===== config.mk =====
export PLATFORM = sky130hd
export DESIGN_NAME = ufc_top
export DESIGN_NICKNAME = d
export VERILOG_FILES = /design/src/common/ufc_pkg.sv /design/src/common/ufc_if.sv /design/src/core/ufc_trig_lookup.sv /design/src/core/ufc_fifo_level.sv /design/src/core/ufc_top.sv
export VERILOG_INCLUDE_DIRS = /design/src /design/src/common
export SDC_FILE = /design/constraint.sdc
export NUM_CORES = 1
export LEC_CHECK = 0
export BUFFER_PORTS_ARGS = -buffer_cell sky130_fd_sc_hd__clkbuf_2
export CORE_UTILIZATION = 63
export DETAILED_ROUTE_END_ITERATION = 12
export MAX_ROUTING_LAYER = met4
export PLACE_DENSITY = 0.85
export SLEW_MARGIN = 20
export SYNTH_ARGS = -nofsm -noshare
export SYNTH_HDL_FRONTEND = slang
export SYNTH_SLANG_ARGS = --single-unit
export TNS_END_PERCENT = 20

===== constraint.sdc =====
create_clock -name sys_clk -period 4.98 [get_ports sys_clk]
set_input_delay 0.996 -clock sys_clk [delete_from_list [all_inputs] [get_ports sys_clk]]
set_output_delay 0.996 -clock sys_clk [all_outputs]
set_load 0.01 [all_outputs]

===== src/common/ufc_map.svh =====
// Behaviour
// - rx reset bit, honoured with fifo enable set, clears rx pointers and count only.
// - tx reset bit, honoured with fifo enable set, clears tx pointers and count only.
// - both fifo reset bits clear themselves once the reset is done.
// - dma mode bit picks tx/rx ready pin behaviour; zero is normal, one is dma while fifo enable is set, normal otherwise.
// - tx interrupt when count falls below trigger, or on empty if never filled past it.
// - tx trigger select writable only with enhanced feature enable set; host sets it first.
// - rx interrupt when rx character count crosses the rx trigger level.
// - rx and tx always share one trigger table; the last selection applies to both.
// - table a: tx trigger one; rx codes give 1, 4, 8, 14.
// - table b: tx 16, 8, 24, 30; rx 8, 16, 24, 28.
// - table c: tx 8, 16, 32, 56; rx 8, 16, 56, 60.
// - table d ignores codes; programmable register sets rx level when direction zero, tx when one.
// - after reset both trigger selects are zero, trigger level one each way.
// - fifo control writes with enable bit zero ignore every other bit.
`ifndef UFC_MAP_SVH
`define UFC_MAP_SVH

`define UFC_ADDR_CTL      3'h2
`define UFC_ADDR_FEAT     3'h3
`define UFC_ADDR_ENH      3'h4
`define UFC_ADDR_LVL      3'h5
`define UFC_ADDR_RXCNT    3'h6
`define UFC_ADDR_SHADOW   3'h7

`define UFC_CTL_EN        0
`define UFC_CTL_RXRST     1
`define UFC_CTL_TXRST     2
`define UFC_CTL_DMA       3
`define UFC_CTL_TXSEL_LO  4
`define UFC_CTL_TXSEL_HI  5
`define UFC_CTL_RXSEL_LO  6
`define UFC_CTL_RXSEL_HI  7
`define UFC_FEAT_TBL_LO   4
`define UFC_FEAT_TBL_HI   5
`define UFC_FEAT_DIR      7
`define UFC_ENH_ON        4

`define UFC_RST_BYTE      8'h00
`define UFC_RST_SEL       2'h0
`define UFC_RST_PROG      8'h01
`define UFC_FIFO_DEPTH    7'h40

`define UFC_TA_TX         8'h01
`define UFC_TA_RX0        8'h01
`define UFC_TA_RX1        8'h04
`define UFC_TA_RX2        8'h08
`define UFC_TA_RX3        8'h0e
`define UFC_TB_TX0        8'h10
`define UFC_TB_TX1        8'h08
`define UFC_TB_TX2        8'h18
`define UFC_TB_TX3        8'h1e
`define UFC_TB_RX0        8'h08
`define UFC_TB_RX1        8'h10
`define UFC_TB_RX2        8'h18
`define UFC_TB_RX3        8'h1c
`define UFC_TC_TX0        8'h08
`define UFC_TC_TX1        8'h10
`define UFC_TC_TX2        8'h20
`define UFC_TC_TX3        8'h38
`define UFC_TC_RX0        8'h08
`define UFC_TC_RX1        8'h10
`define UFC_TC_RX2        8'h38
`define UFC_TC_RX3        8'h3c

`endif


===== src/common/ufc_pkg.sv =====
package ufc_pkg;
	typedef logic [5:0] ufc_ptr_t;
	typedef logic [6:0] ufc_cnt_t;
	typedef logic [7:0] ufc_lvl_t;
	typedef logic [1:0] ufc_code_t;
	typedef enum logic [1:0] {
		tbl_a = 2'h0,
		tbl_b = 2'h1,
		tbl_c = 2'h2,
		tbl_d = 2'h3
	} ufc_tbl_e;
endpackage : ufc_pkg


===== src/common/ufc_if.sv =====
`timescale 1ns/10ps
`default_nettype none

interface ufc_lvl_if;
	logic              push;
	logic              pop;
	logic              flush;
	ufc_pkg::ufc_ptr_t wr_ptr;
	ufc_pkg::ufc_ptr_t rd_ptr;
	ufc_pkg::ufc_cnt_t count;
	logic              full;
	modport cnt  (input push, pop, flush, output wr_ptr, rd_ptr, count, full);
	modport ctrl (output push, pop, flush, input wr_ptr, rd_ptr, count, full);
endinterface : ufc_lvl_if

interface ufc_trig_if;
	ufc_pkg::ufc_tbl_e  tbl;
	ufc_pkg::ufc_code_t rx_code;
	ufc_pkg::ufc_code_t tx_code;
	ufc_pkg::ufc_lvl_t  rx_prog;
	ufc_pkg::ufc_lvl_t  tx_prog;
	ufc_pkg::ufc_lvl_t  rx_lvl;
	ufc_pkg::ufc_lvl_t  tx_lvl;
	modport look (input tbl, rx_code, tx_code, rx_prog, tx_prog, output rx_lvl, tx_lvl);
	modport ctrl (output tbl, rx_code, tx_code, rx_prog, tx_prog, input rx_lvl, tx_lvl);
endinterface : ufc_trig_if

`default_nettype wire


===== src/core/ufc_trig_lookup.sv =====
`timescale 1ns/10ps
`default_nettype none
`include "ufc_map.svh"

module ufc_trig_lookup (
	ufc_trig_if.look t
);
	always_comb begin
		t.rx_lvl = `UFC_TA_RX0;
		t.tx_lvl = `UFC_TA_TX;
		unique case (t.tbl)
			ufc_pkg::tbl_a: begin
				t.tx_lvl = `UFC_TA_TX;
				unique case (t.rx_code)
					2'h0: t.rx_lvl = `UFC_TA_RX0;
					2'h1: t.rx_lvl = `UFC_TA_RX1;
					2'h2: t.rx_lvl = `UFC_TA_RX2;
					2'h3: t.rx_lvl = `UFC_TA_RX3;
				endcase
			end
			ufc_pkg::tbl_b: begin
				unique case (t.tx_code)
					2'h0: t.tx_lvl = `UFC_TB_TX0;
					2'h1: t.tx_lvl = `UFC_TB_TX1;
					2'h2: t.tx_lvl = `UFC_TB_TX2;
					2'h3: t.tx_lvl = `UFC_TB_TX3;
				endcase
				unique case (t.rx_code)
					2'h0: t.rx_lvl = `UFC_TB_RX0;
					2'h1: t.rx_lvl = `UFC_TB_RX1;
					2'h2: t.rx_lvl = `UFC_TB_RX2;
					2'h3: t.rx_lvl = `UFC_TB_RX3;
				endcase
			end
			ufc_pkg::tbl_c: begin
				unique case (t.tx_code)
					2'h0: t.tx_lvl = `UFC_TC_TX0;
					2'h1: t.tx_lvl = `UFC_TC_TX1;
					2'h2: t.tx_lvl = `UFC_TC_TX2;
					2'h3: t.tx_lvl = `UFC_TC_TX3;
				endcase
				unique case (t.rx_code)
					2'h0: t.rx_lvl = `UFC_TC_RX0;
					2'h1: t.rx_lvl = `UFC_TC_RX1;
					2'h2: t.rx_lvl = `UFC_TC_RX2;
					2'h3: t.rx_lvl = `UFC_TC_RX3;
				endcase
			end
			ufc_pkg::tbl_d: begin
				t.rx_lvl = t.rx_prog;
				t.tx_lvl = t.tx_prog;
			end
		endcase
	end
endmodule : ufc_trig_lookup

`default_nettype wire


===== src/core/ufc_fifo_level.sv =====
`timescale 1ns/10ps
`default_nettype none
`include "ufc_map.svh"

module ufc_fifo_level (
	input wire logic sys_clk,
	input wire logic srst,
	ufc_lvl_if.cnt   l
);
	ufc_pkg::ufc_ptr_t wr_r, wr_nxt, rd_r, rd_nxt;
	ufc_pkg::ufc_cnt_t cnt_r, cnt_nxt;
	logic              push_ok, pop_ok;

	always_comb begin
		push_ok = l.push && (cnt_r != `UFC_FIFO_DEPTH);
		pop_ok  = l.pop && (cnt_r != 7'h00);
		wr_nxt  = wr_r + {5'h00, push_ok};
		rd_nxt  = rd_r + {5'h00, pop_ok};
		cnt_nxt = cnt_r + {6'h00, push_ok} - {6'h00, pop_ok};
		// flush wins over a push or pop in the same cycle; data storage is untouched
		if (l.flush) begin
			wr_nxt  = 6'h00;
			rd_nxt  = 6'h00;
			cnt_nxt = 7'h00;
		end
	end

	always_ff @(posedge sys_clk) begin
		if (srst) begin
			wr_r  <= 6'h00;
			rd_r  <= 6'h00;
			cnt_r <= 7'h00;
		end else begin
			wr_r  <= wr_nxt;
			rd_r  <= rd_nxt;
			cnt_r <= cnt_nxt;
		end
	end

	assign l.wr_ptr = wr_r;
	assign l.rd_ptr = rd_r;
	assign l.count  = cnt_r;
	assign l.full   = (cnt_r == `UFC_FIFO_DEPTH);
endmodule : ufc_fifo_level

`default_nettype wire


===== src/core/ufc_top.sv =====
`timescale 1ns/10ps
`default_nettype none
`include "ufc_map.svh"

module ufc_top (
	input  wire logic       sys_clk,
	input  wire logic       srst,
	input  wire logic [2:0] bus_addr,
	input  wire logic [7:0] bus_wdata,
	input  wire logic       bus_wr,
	input  wire logic       bus_rd,
	output logic      [7:0] bus_rdata,
	input  wire logic       rx_push,
	input  wire logic       rx_pop,
	input  wire logic       tx_push,
	input  wire logic       tx_pop,
	output logic      [6:0] rx_count,
	output logic      [6:0] tx_count,
	output logic            fifo_en,
	output logic            dma_mode,
	output logic            rx_int,
	output logic            tx_int,
	output logic            rx_ready_pin_n,
	output logic            tx_ready_pin_n
);
	////////////////////////////////////////////////////////////////////////////
	// register decode

	logic wr_ctl;
	logic wr_feat;
	logic wr_enh;
	logic wr_lvl;
	logic rd_status;
	logic wr_en_bit;

	// a write and a read in one cycle both act; the host is expected to issue one at a time
	assign wr_ctl    = bus_wr && (bus_addr == `UFC_ADDR_CTL);
	assign wr_feat   = bus_wr && (bus_addr == `UFC_ADDR_FEAT);
	assign wr_enh    = bus_wr && (bus_addr == `UFC_ADDR_ENH);
	assign wr_lvl    = bus_wr && (bus_addr == `UFC_ADDR_LVL);
	assign rd_status = bus_rd && (bus_addr == `UFC_ADDR_CTL);
	assign wr_en_bit = bus_wdata[`UFC_CTL_EN];

	////////////////////////////////////////////////////////////////////////////
	// control registers

	logic                 en_r;
	logic                 en_nxt;
	logic                 dma_r;
	logic                 dma_nxt;
	ufc_pkg::ufc_code_t   txsel_r;
	ufc_pkg::ufc_code_t   txsel_nxt;
	ufc_pkg::ufc_code_t   rxsel_r;
	ufc_pkg::ufc_code_t   rxsel_nxt;
	logic           [7:0] feat_r;
	logic           [7:0] feat_nxt;
	logic           [7:0] enh_r;
	logic           [7:0] enh_nxt;
	// programmable levels reset to one so table d starts out like table a
	ufc_pkg::ufc_lvl_t    rxprog_r;
	ufc_pkg::ufc_lvl_t    rxprog_nxt;
	ufc_pkg::ufc_lvl_t    txprog_r;
	ufc_pkg::ufc_lvl_t    txprog_nxt;

	always_comb begin
		en_nxt     = en_r;
		dma_nxt    = dma_r;
		txsel_nxt  = txsel_r;
		rxsel_nxt  = rxsel_r;
		feat_nxt   = feat_r;
		enh_nxt    = enh_r;
		rxprog_nxt = rxprog_r;
		txprog_nxt = txprog_r;
		if (wr_ctl) begin
			en_nxt = wr_en_bit;
			if (wr_en_bit) begin
				dma_nxt   = bus_wdata[`UFC_CTL_DMA];
				rxsel_nxt = bus_wdata[`UFC_CTL_RXSEL_HI:`UFC_CTL_RXSEL_LO];
				// a locked select write is dropped, not held for later
				// enhanced gate
				if (enh_r[`UFC_ENH_ON]) begin
					txsel_nxt = bus_wdata[`UFC_CTL_TXSEL_HI:`UFC_CTL_TXSEL_LO];
				end
			end
		end
		if (wr_feat) begin
			feat_nxt = bus_wdata;
		end
		if (wr_enh) begin
			enh_nxt = bus_wdata;
		end
		if (wr_lvl) begin
			if (feat_r[`UFC_FEAT_DIR]) begin
				txprog_nxt = bus_wdata;
			end else begin
				rxprog_nxt = bus_wdata;
			end
		end
	end

	always_ff @(posedge sys_clk) begin
		if (srst) begin
			en_r     <= 1'b0;
			dma_r    <= 1'b0;
			txsel_r  <= `UFC_RST_SEL;
			rxsel_r  <= `UFC_RST_SEL;
			feat_r   <= `UFC_RST_BYTE;
			enh_r    <= `UFC_RST_BYTE;
			rxprog_r <= `UFC_RST_PROG;
			txprog_r <= `UFC_RST_PROG;
		end else begin
			en_r     <= en_nxt;
			dma_r    <= dma_nxt;
			txsel_r  <= txsel_nxt;
			rxsel_r  <= rxsel_nxt;
			feat_r   <= feat_nxt;
			enh_r    <= enh_nxt;
			rxprog_r <= rxprog_nxt;
			txprog_r <= txprog_nxt;
		end
	end

	////////////////////////////////////////////////////////////////////////////
	// fifo level counters and trigger lookup

	ufc_lvl_if  rx_l ();
	ufc_lvl_if  tx_l ();
	ufc_trig_if trig ();

	assign rx_l.flush = wr_ctl && wr_en_bit && bus_wdata[`UFC_CTL_RXRST];
	assign tx_l.flush = wr_ctl && wr_en_bit && bus_wdata[`UFC_CTL_TXRST];
	assign rx_l.push  = rx_push;
	assign rx_l.pop   = rx_pop;
	assign tx_l.push  = tx_push;
	assign tx_l.pop   = tx_pop;

	ufc_fifo_level u_rx_level (
		.sys_clk (sys_clk),
		.srst    (srst),
		.l       (rx_l.cnt)
	);

	ufc_fifo_level u_tx_level (
		.sys_clk (sys_clk),
		.srst    (srst),
		.l       (tx_l.cnt)
	);

	assign trig.tbl     = ufc_pkg::ufc_tbl_e'(feat_r[`UFC_FEAT_TBL_HI:`UFC_FEAT_TBL_LO]);
	assign trig.rx_code = rxsel_r;
	assign trig.tx_code = txsel_r;
	assign trig.rx_prog = rxprog_r;
	assign trig.tx_prog = txprog_r;

	ufc_trig_lookup u_lookup (
		.t (trig.look)
	);

	////////////////////////////////////////////////////////////////////////////
	// interrupt conditions

	logic tx_below, tx_below_r, tx_below_nxt;
	logic tx_over_r, tx_over_nxt;
	logic tx_empty, tx_empty_r, tx_empty_nxt;
	logic tx_int_r, tx_int_nxt;
	logic rx_int_r, rx_int_nxt;
	logic tx_set;

	assign tx_below = {1'b0, tx_l.count} < trig.tx_lvl;
	assign tx_empty = (tx_l.count == 7'h00);

	always_comb begin
		tx_below_nxt = tx_below;
		tx_empty_nxt = tx_empty;
		tx_over_nxt  = tx_over_r;
		// remembers whether the last reload went past the trigger
		if ({1'b0, tx_l.count} > trig.tx_lvl) begin
			tx_over_nxt = 1'b1;
		end else if (tx_empty) begin
			tx_over_nxt = 1'b0;
		end
		tx_set = en_r && ((tx_below && !tx_below_r) || (tx_empty && !tx_empty_r && !tx_over_r));
		tx_int_nxt = tx_int_r;
		if (rd_status || tx_push || !en_r) begin
			tx_int_nxt = 1'b0;
		end
		// a new event beats a clear in the same cycle
		if (tx_set) begin
			tx_int_nxt = 1'b1;
		end
		rx_int_nxt = en_r && ({1'b0, rx_l.count} >= trig.rx_lvl);
	end

	always_ff @(posedge sys_clk) begin
		if (srst) begin
			tx_below_r <= 1'b0;
			tx_empty_r <= 1'b1;
			tx_over_r  <= 1'b0;
			tx_int_r   <= 1'b0;
			rx_int_r   <= 1'b0;
		end else begin
			tx_below_r <= tx_below_nxt;
			tx_empty_r <= tx_empty_nxt;
			tx_over_r  <= tx_over_nxt;
			tx_int_r   <= tx_int_nxt;
			rx_int_r   <= rx_int_nxt;
		end
	end

	////////////////////////////////////////////////////////////////////////////
	// ready pins

	logic rx_pin_n_r;
	logic rx_pin_n_nxt;
	logic tx_pin_n_r;
	logic tx_pin_n_nxt;

	always_comb begin
		if (dma_r && en_r) begin
			// dma: rx asks once the trigger is reached, tx offers while room remains
			rx_pin_n_nxt = !({1'b0, rx_l.count} >= trig.rx_lvl);
			tx_pin_n_nxt = tx_l.full;
		end else begin
			// normal: rx asks while anything is buffered, tx offers only when empty
			rx_pin_n_nxt = (rx_l.count == 7'h00);
			tx_pin_n_nxt = !tx_empty;
		end
	end

	always_ff @(posedge sys_clk) begin
		if (srst) begin
			rx_pin_n_r <= 1'b1;
			tx_pin_n_r <= 1'b0;
		end else begin
			rx_pin_n_r <= rx_pin_n_nxt;
			tx_pin_n_r <= tx_pin_n_nxt;
		end
	end

	////////////////////////////////////////////////////////////////////////////
	// read data

	logic [7:0] status_byte;
	logic [7:0] shadow_byte;
	logic [7:0] rdata_r;
	logic [7:0] rdata_nxt;

	// status gives the pending interrupt bits; bit 0 is high while nothing is pending
	assign status_byte = {en_r, en_r, 2'h0, dma_r, rx_int_r, tx_int_r, !(rx_int_r || tx_int_r)};
	// the flush acts on the write edge itself, so no reset bit is ever stored
	// reset bits self clear
	assign shadow_byte = {rxsel_r, txsel_r, dma_r, 2'h0, en_r};

	always_comb begin
		rdata_nxt = 8'h00;
		if (bus_rd) begin
			unique case (bus_addr)
				`UFC_ADDR_CTL:    rdata_nxt = status_byte;
				`UFC_ADDR_FEAT:   rdata_nxt = feat_r;
				`UFC_ADDR_ENH:    rdata_nxt = enh_r;
				`UFC_ADDR_LVL:    rdata_nxt = feat_r[`UFC_FEAT_DIR] ? txprog_r : rxprog_r;
				`UFC_ADDR_RXCNT:  rdata_nxt = {1'b0, rx_l.count};
				`UFC_ADDR_SHADOW: rdata_nxt = shadow_byte;
				default:          rdata_nxt = 8'h00;
			endcase
		end
	end

	always_ff @(posedge sys_clk) begin
		if (srst) begin
			rdata_r <= 8'h00;
		end else begin
			rdata_r <= rdata_nxt;
		end
	end

	////////////////////////////////////////////////////////////////////////////
	// outputs

	assign rx_count       = rx_l.count;
	assign tx_count       = tx_l.count;
	assign bus_rdata      = rdata_r;
	assign fifo_en        = en_r;
	assign dma_mode       = dma_r;
	assign rx_int         = rx_int_r;
	assign tx_int         = tx_int_r;
	assign rx_ready_pin_n = rx_pin_n_r;
	assign tx_ready_pin_n = tx_pin_n_r;
endmodule : ufc_top

`default_nettype wire


==> metrics.csv <==
metric,value,unit
hold path start,enh_r[0],
routed len/inst,17.5,microns
Post-DP HPWL,7.45,mm
final cell utilization of the core,72.0,%
Slew HR,38.4,%
routed vias/inst,6.20,
first-pass GRT wire length,16.2,mm
Worst EP required,5.22,ns
unique cell type count in the Yosys netlist,56,
Post-Layout Cell Count,584,
Post-CTS Setup Bufs,0,
CP Max Fanout,5,
Reg2Reg Launch Point,u_rx_level.l.count[4],
number of max-cap violations,0,
DIE HEIGHT,80.4,microns
P&R area growth vs syn,10.1,%
Ant. Diodes,0,
worst hold path class,flop to flop,
fraction of registers with async set/reset,0,%
most frequent cell after synthesis,nand2_1,
Congestion Overflow GR,0,
syn_area_per_cell,8.21,sq um
FF+latch area,1340,sq um
Chip Width,80.4,microns
Synth Flop Type,dfxtp_1,
R2R depth,15,
number of synthesized register bits,67,
drt total wl,10.2,mm
die area,6470,sq um
"Cell Area, Synth",3870,sq um
CTS tree,yes,
vias in the first global route,3332,
end point of the worst hold path,enh_r[0],
Remaining DRCs,0,
cell depth of the worst min-delay path,2,
number of enable flip-flop cells after synthesis,0,
fin crit period,2.96,ns
"Reg clk slew, reported paths",0.08,ns
Startpoint Class,flop,
htree depth,3,
Synth Area in Compound Gates,17.9,%
PostCTS Resize Cnt,0,
Core Box Area,5920,sq um
post-synthesis xor/xnor area fraction,1.58,%
FP Rows,28,
"area leader, netlist",dfxtp_1,
Adder-Cell Fraction of Synth Area,13.2,%
Power Total,1.95,mW
synthesized instance count,472,
warnings from Yosys,0,
Post-Synth Simple-Gate Area,20.8,%
"Cell Area, Placed",4100,sq um
GPL Wtd Cong,0.940,
initial antenna violation count,0,
initial DRC count,379,
Layout Skew,0.0107,ns
clock buffer depth,2,
hold slack,0.460,ns
hold-fix buffers at CTS,0,
via count,3620,
ANT nets after route,0,
Total Negative Setup Slacks,0,ns
PortBufs,46,
Ports,47,
"top cells by count, synth","nand2_1 (72), dfxtp_1 (67), a21oi_1 (48)",
Worst-Margin Slew,0.924,ns
Leakage Power,1.81,nW
Sink Count,67,
DR pass1 iterations,5,
largest net degree at the start of global routing,43,
Critical Path AT,3.20,ns
Clk network pwr share,21.4,%
RSZ-0062 raised after global routing,no,
P_sw,0.754,mW
r2r setup slk,2.02,ns
Filler Cells Inserted,477,
Finished Cell Area,4260,sq um
CTS root buf,clkbuf_8,
Worst-Skew Late Latency,0.36,ns
final setup vio count,0,
Critical Path Sink Type,flop,
Initial Utilization,65.4,%
CTS Buf Count,9,
"worst slack, placed",1.99,ns
sequential share of power,35.8,%
Synth Net Count,529,
mux contribution to synthesized area,6.27,%
critical path class,flop to flop,
post-synth top area share,34.6,%
Pint,1.20,mW
power density over cell area,457,nW/um^2
"Slew Viols, Final",0,
Peak Freq,338,MHz
layout cells sized above 1,13.2,%
Layout Nets,563,
placed insts,570,
fin worst setup slack,2.02,ns
final worst path period share,59.4,%
total track usage,34.8,%
"Hold Vio Cnt, Final",0,
sequential share of the synthesized area,34.6,%
area of the multi-input gates,2310,sq um
synth top area cells,"dfxtp_1 (35%), ha_1 (12%), nand2_1 (7.0%)",
Sw Ratio,38.7,%
combinational family with the most area after synthesis,simple AND/OR/NAND/NOR gates,
maximum vdd drop,424,uV
run status,"complete, no violations",
FF-to-FF End,u_rx_level.l.count[6],
Comb pwr share,42.8,%
==> metal layers <==
metal,routed length (microns),global-route usage (%),vias up
met4,408,15.4,0
met3,801,9.55,49
li1,-,-,1688
met5,0,-,-
met2,4850,55.3,178
met1,4170,40.9,1705
==> how the worst max path moves through the flow <==
stage	slack, ns	cells after the start	startpoint	to
floorplan	2.21	11	rx_pop	u_rx_level.l.count[6]
global placement	2.07	12	tx_pop	u_tx_level.l.count[6]
detailed placement	1.99	12	rx_pop	u_rx_level.l.count[6]
CTS	2.03	15	u_rx_level.l.count[4]	u_rx_level.l.count[6]
global route	1.79	15	u_rx_level.l.count[4]	u_rx_level.l.count[6]
finish	2.02	15	u_rx_level.l.count[4]	u_rx_level.l.count[6]
==> critical path, stage by stage, from the launching register on <==
cell and delay (ns):
dfxtp_1 0.48, inv_1 0.13, ha_1 0.22, and4_1 0.20
nand2b_1 0.09, and2_1 0.14, ha_1 0.22, inv_1 0.06
ha_1 0.16, inv_1 0.05, fa_1 0.37, nor2b_1 0.21
o311ai_1 0.13, a21oi_1 0.19, or3_1 0.13, a21oi_1 0.06
==> logic make-up after synthesis <==
group                    Yosys count
multiplexers                      24
adder cells (fa/ha/maj)           40
XOR/XNOR                           7
AO/OA/AOI/OAI                    109
buffers and inverters             55
AND/OR/NAND/NOR                  170
flip-flops                        67
==> sequential cells by signal (all words and copies together) (netlist names), 2 cells and up <==
| signal | flops |
|---|---|
| bus_rdata | 8 |
| enh_r | 8 |
| feat_r | 8 |
| rxprog_r | 8 |
| rxsel_r | 2 |
| trig.tx_code | 2 |
| trig.tx_prog | 8 |
| u_rx_level.l.count | 7 |
| u_tx_level.l.count | 7 |
==> area by class of cell <==
cell class | count | share of cell area, %
multi-input combinational | 350 | 54.2
sequential | 67 | 31.5
timing repair buffer | 46 | 5.40
clock buffer | 12 | 3.64
inverter | 32 | 2.82
tap | 75 | 2.20
clock inverter | 2 | 0.293
==> cell usage in the layout (no fill, tap or decap), types with 7 or more instances in the layout <==
cell type	instances
nor2_1	42
inv_1	32
and2_1	7
ha_1	36
a21oi_1	48
nand2_1	72
clkbuf_8	11
dfxtp_1	67
o21ai_0	21
clkbuf_2	46
nand2b_1	10
nor2b_1	9
mux2i_1	22
==> power by group through the flow <==
stage / Sequential (mW) / Combinational, mW / Clock, mW
2_1_floorplan: 0.704 / 0.602 / 0
3_3_place_gp: 0.704 / 0.783 / 0
3_5_place_dp: 0.708 / 0.824 / 0
4_1_cts: 0.696 / 0.832 / 0.408
5_1_grt: 0.707 / 0.944 / 0.438
6_report: 0.699 / 0.835 / 0.416
No activity file was read; power rests on OpenSTA's default activity.
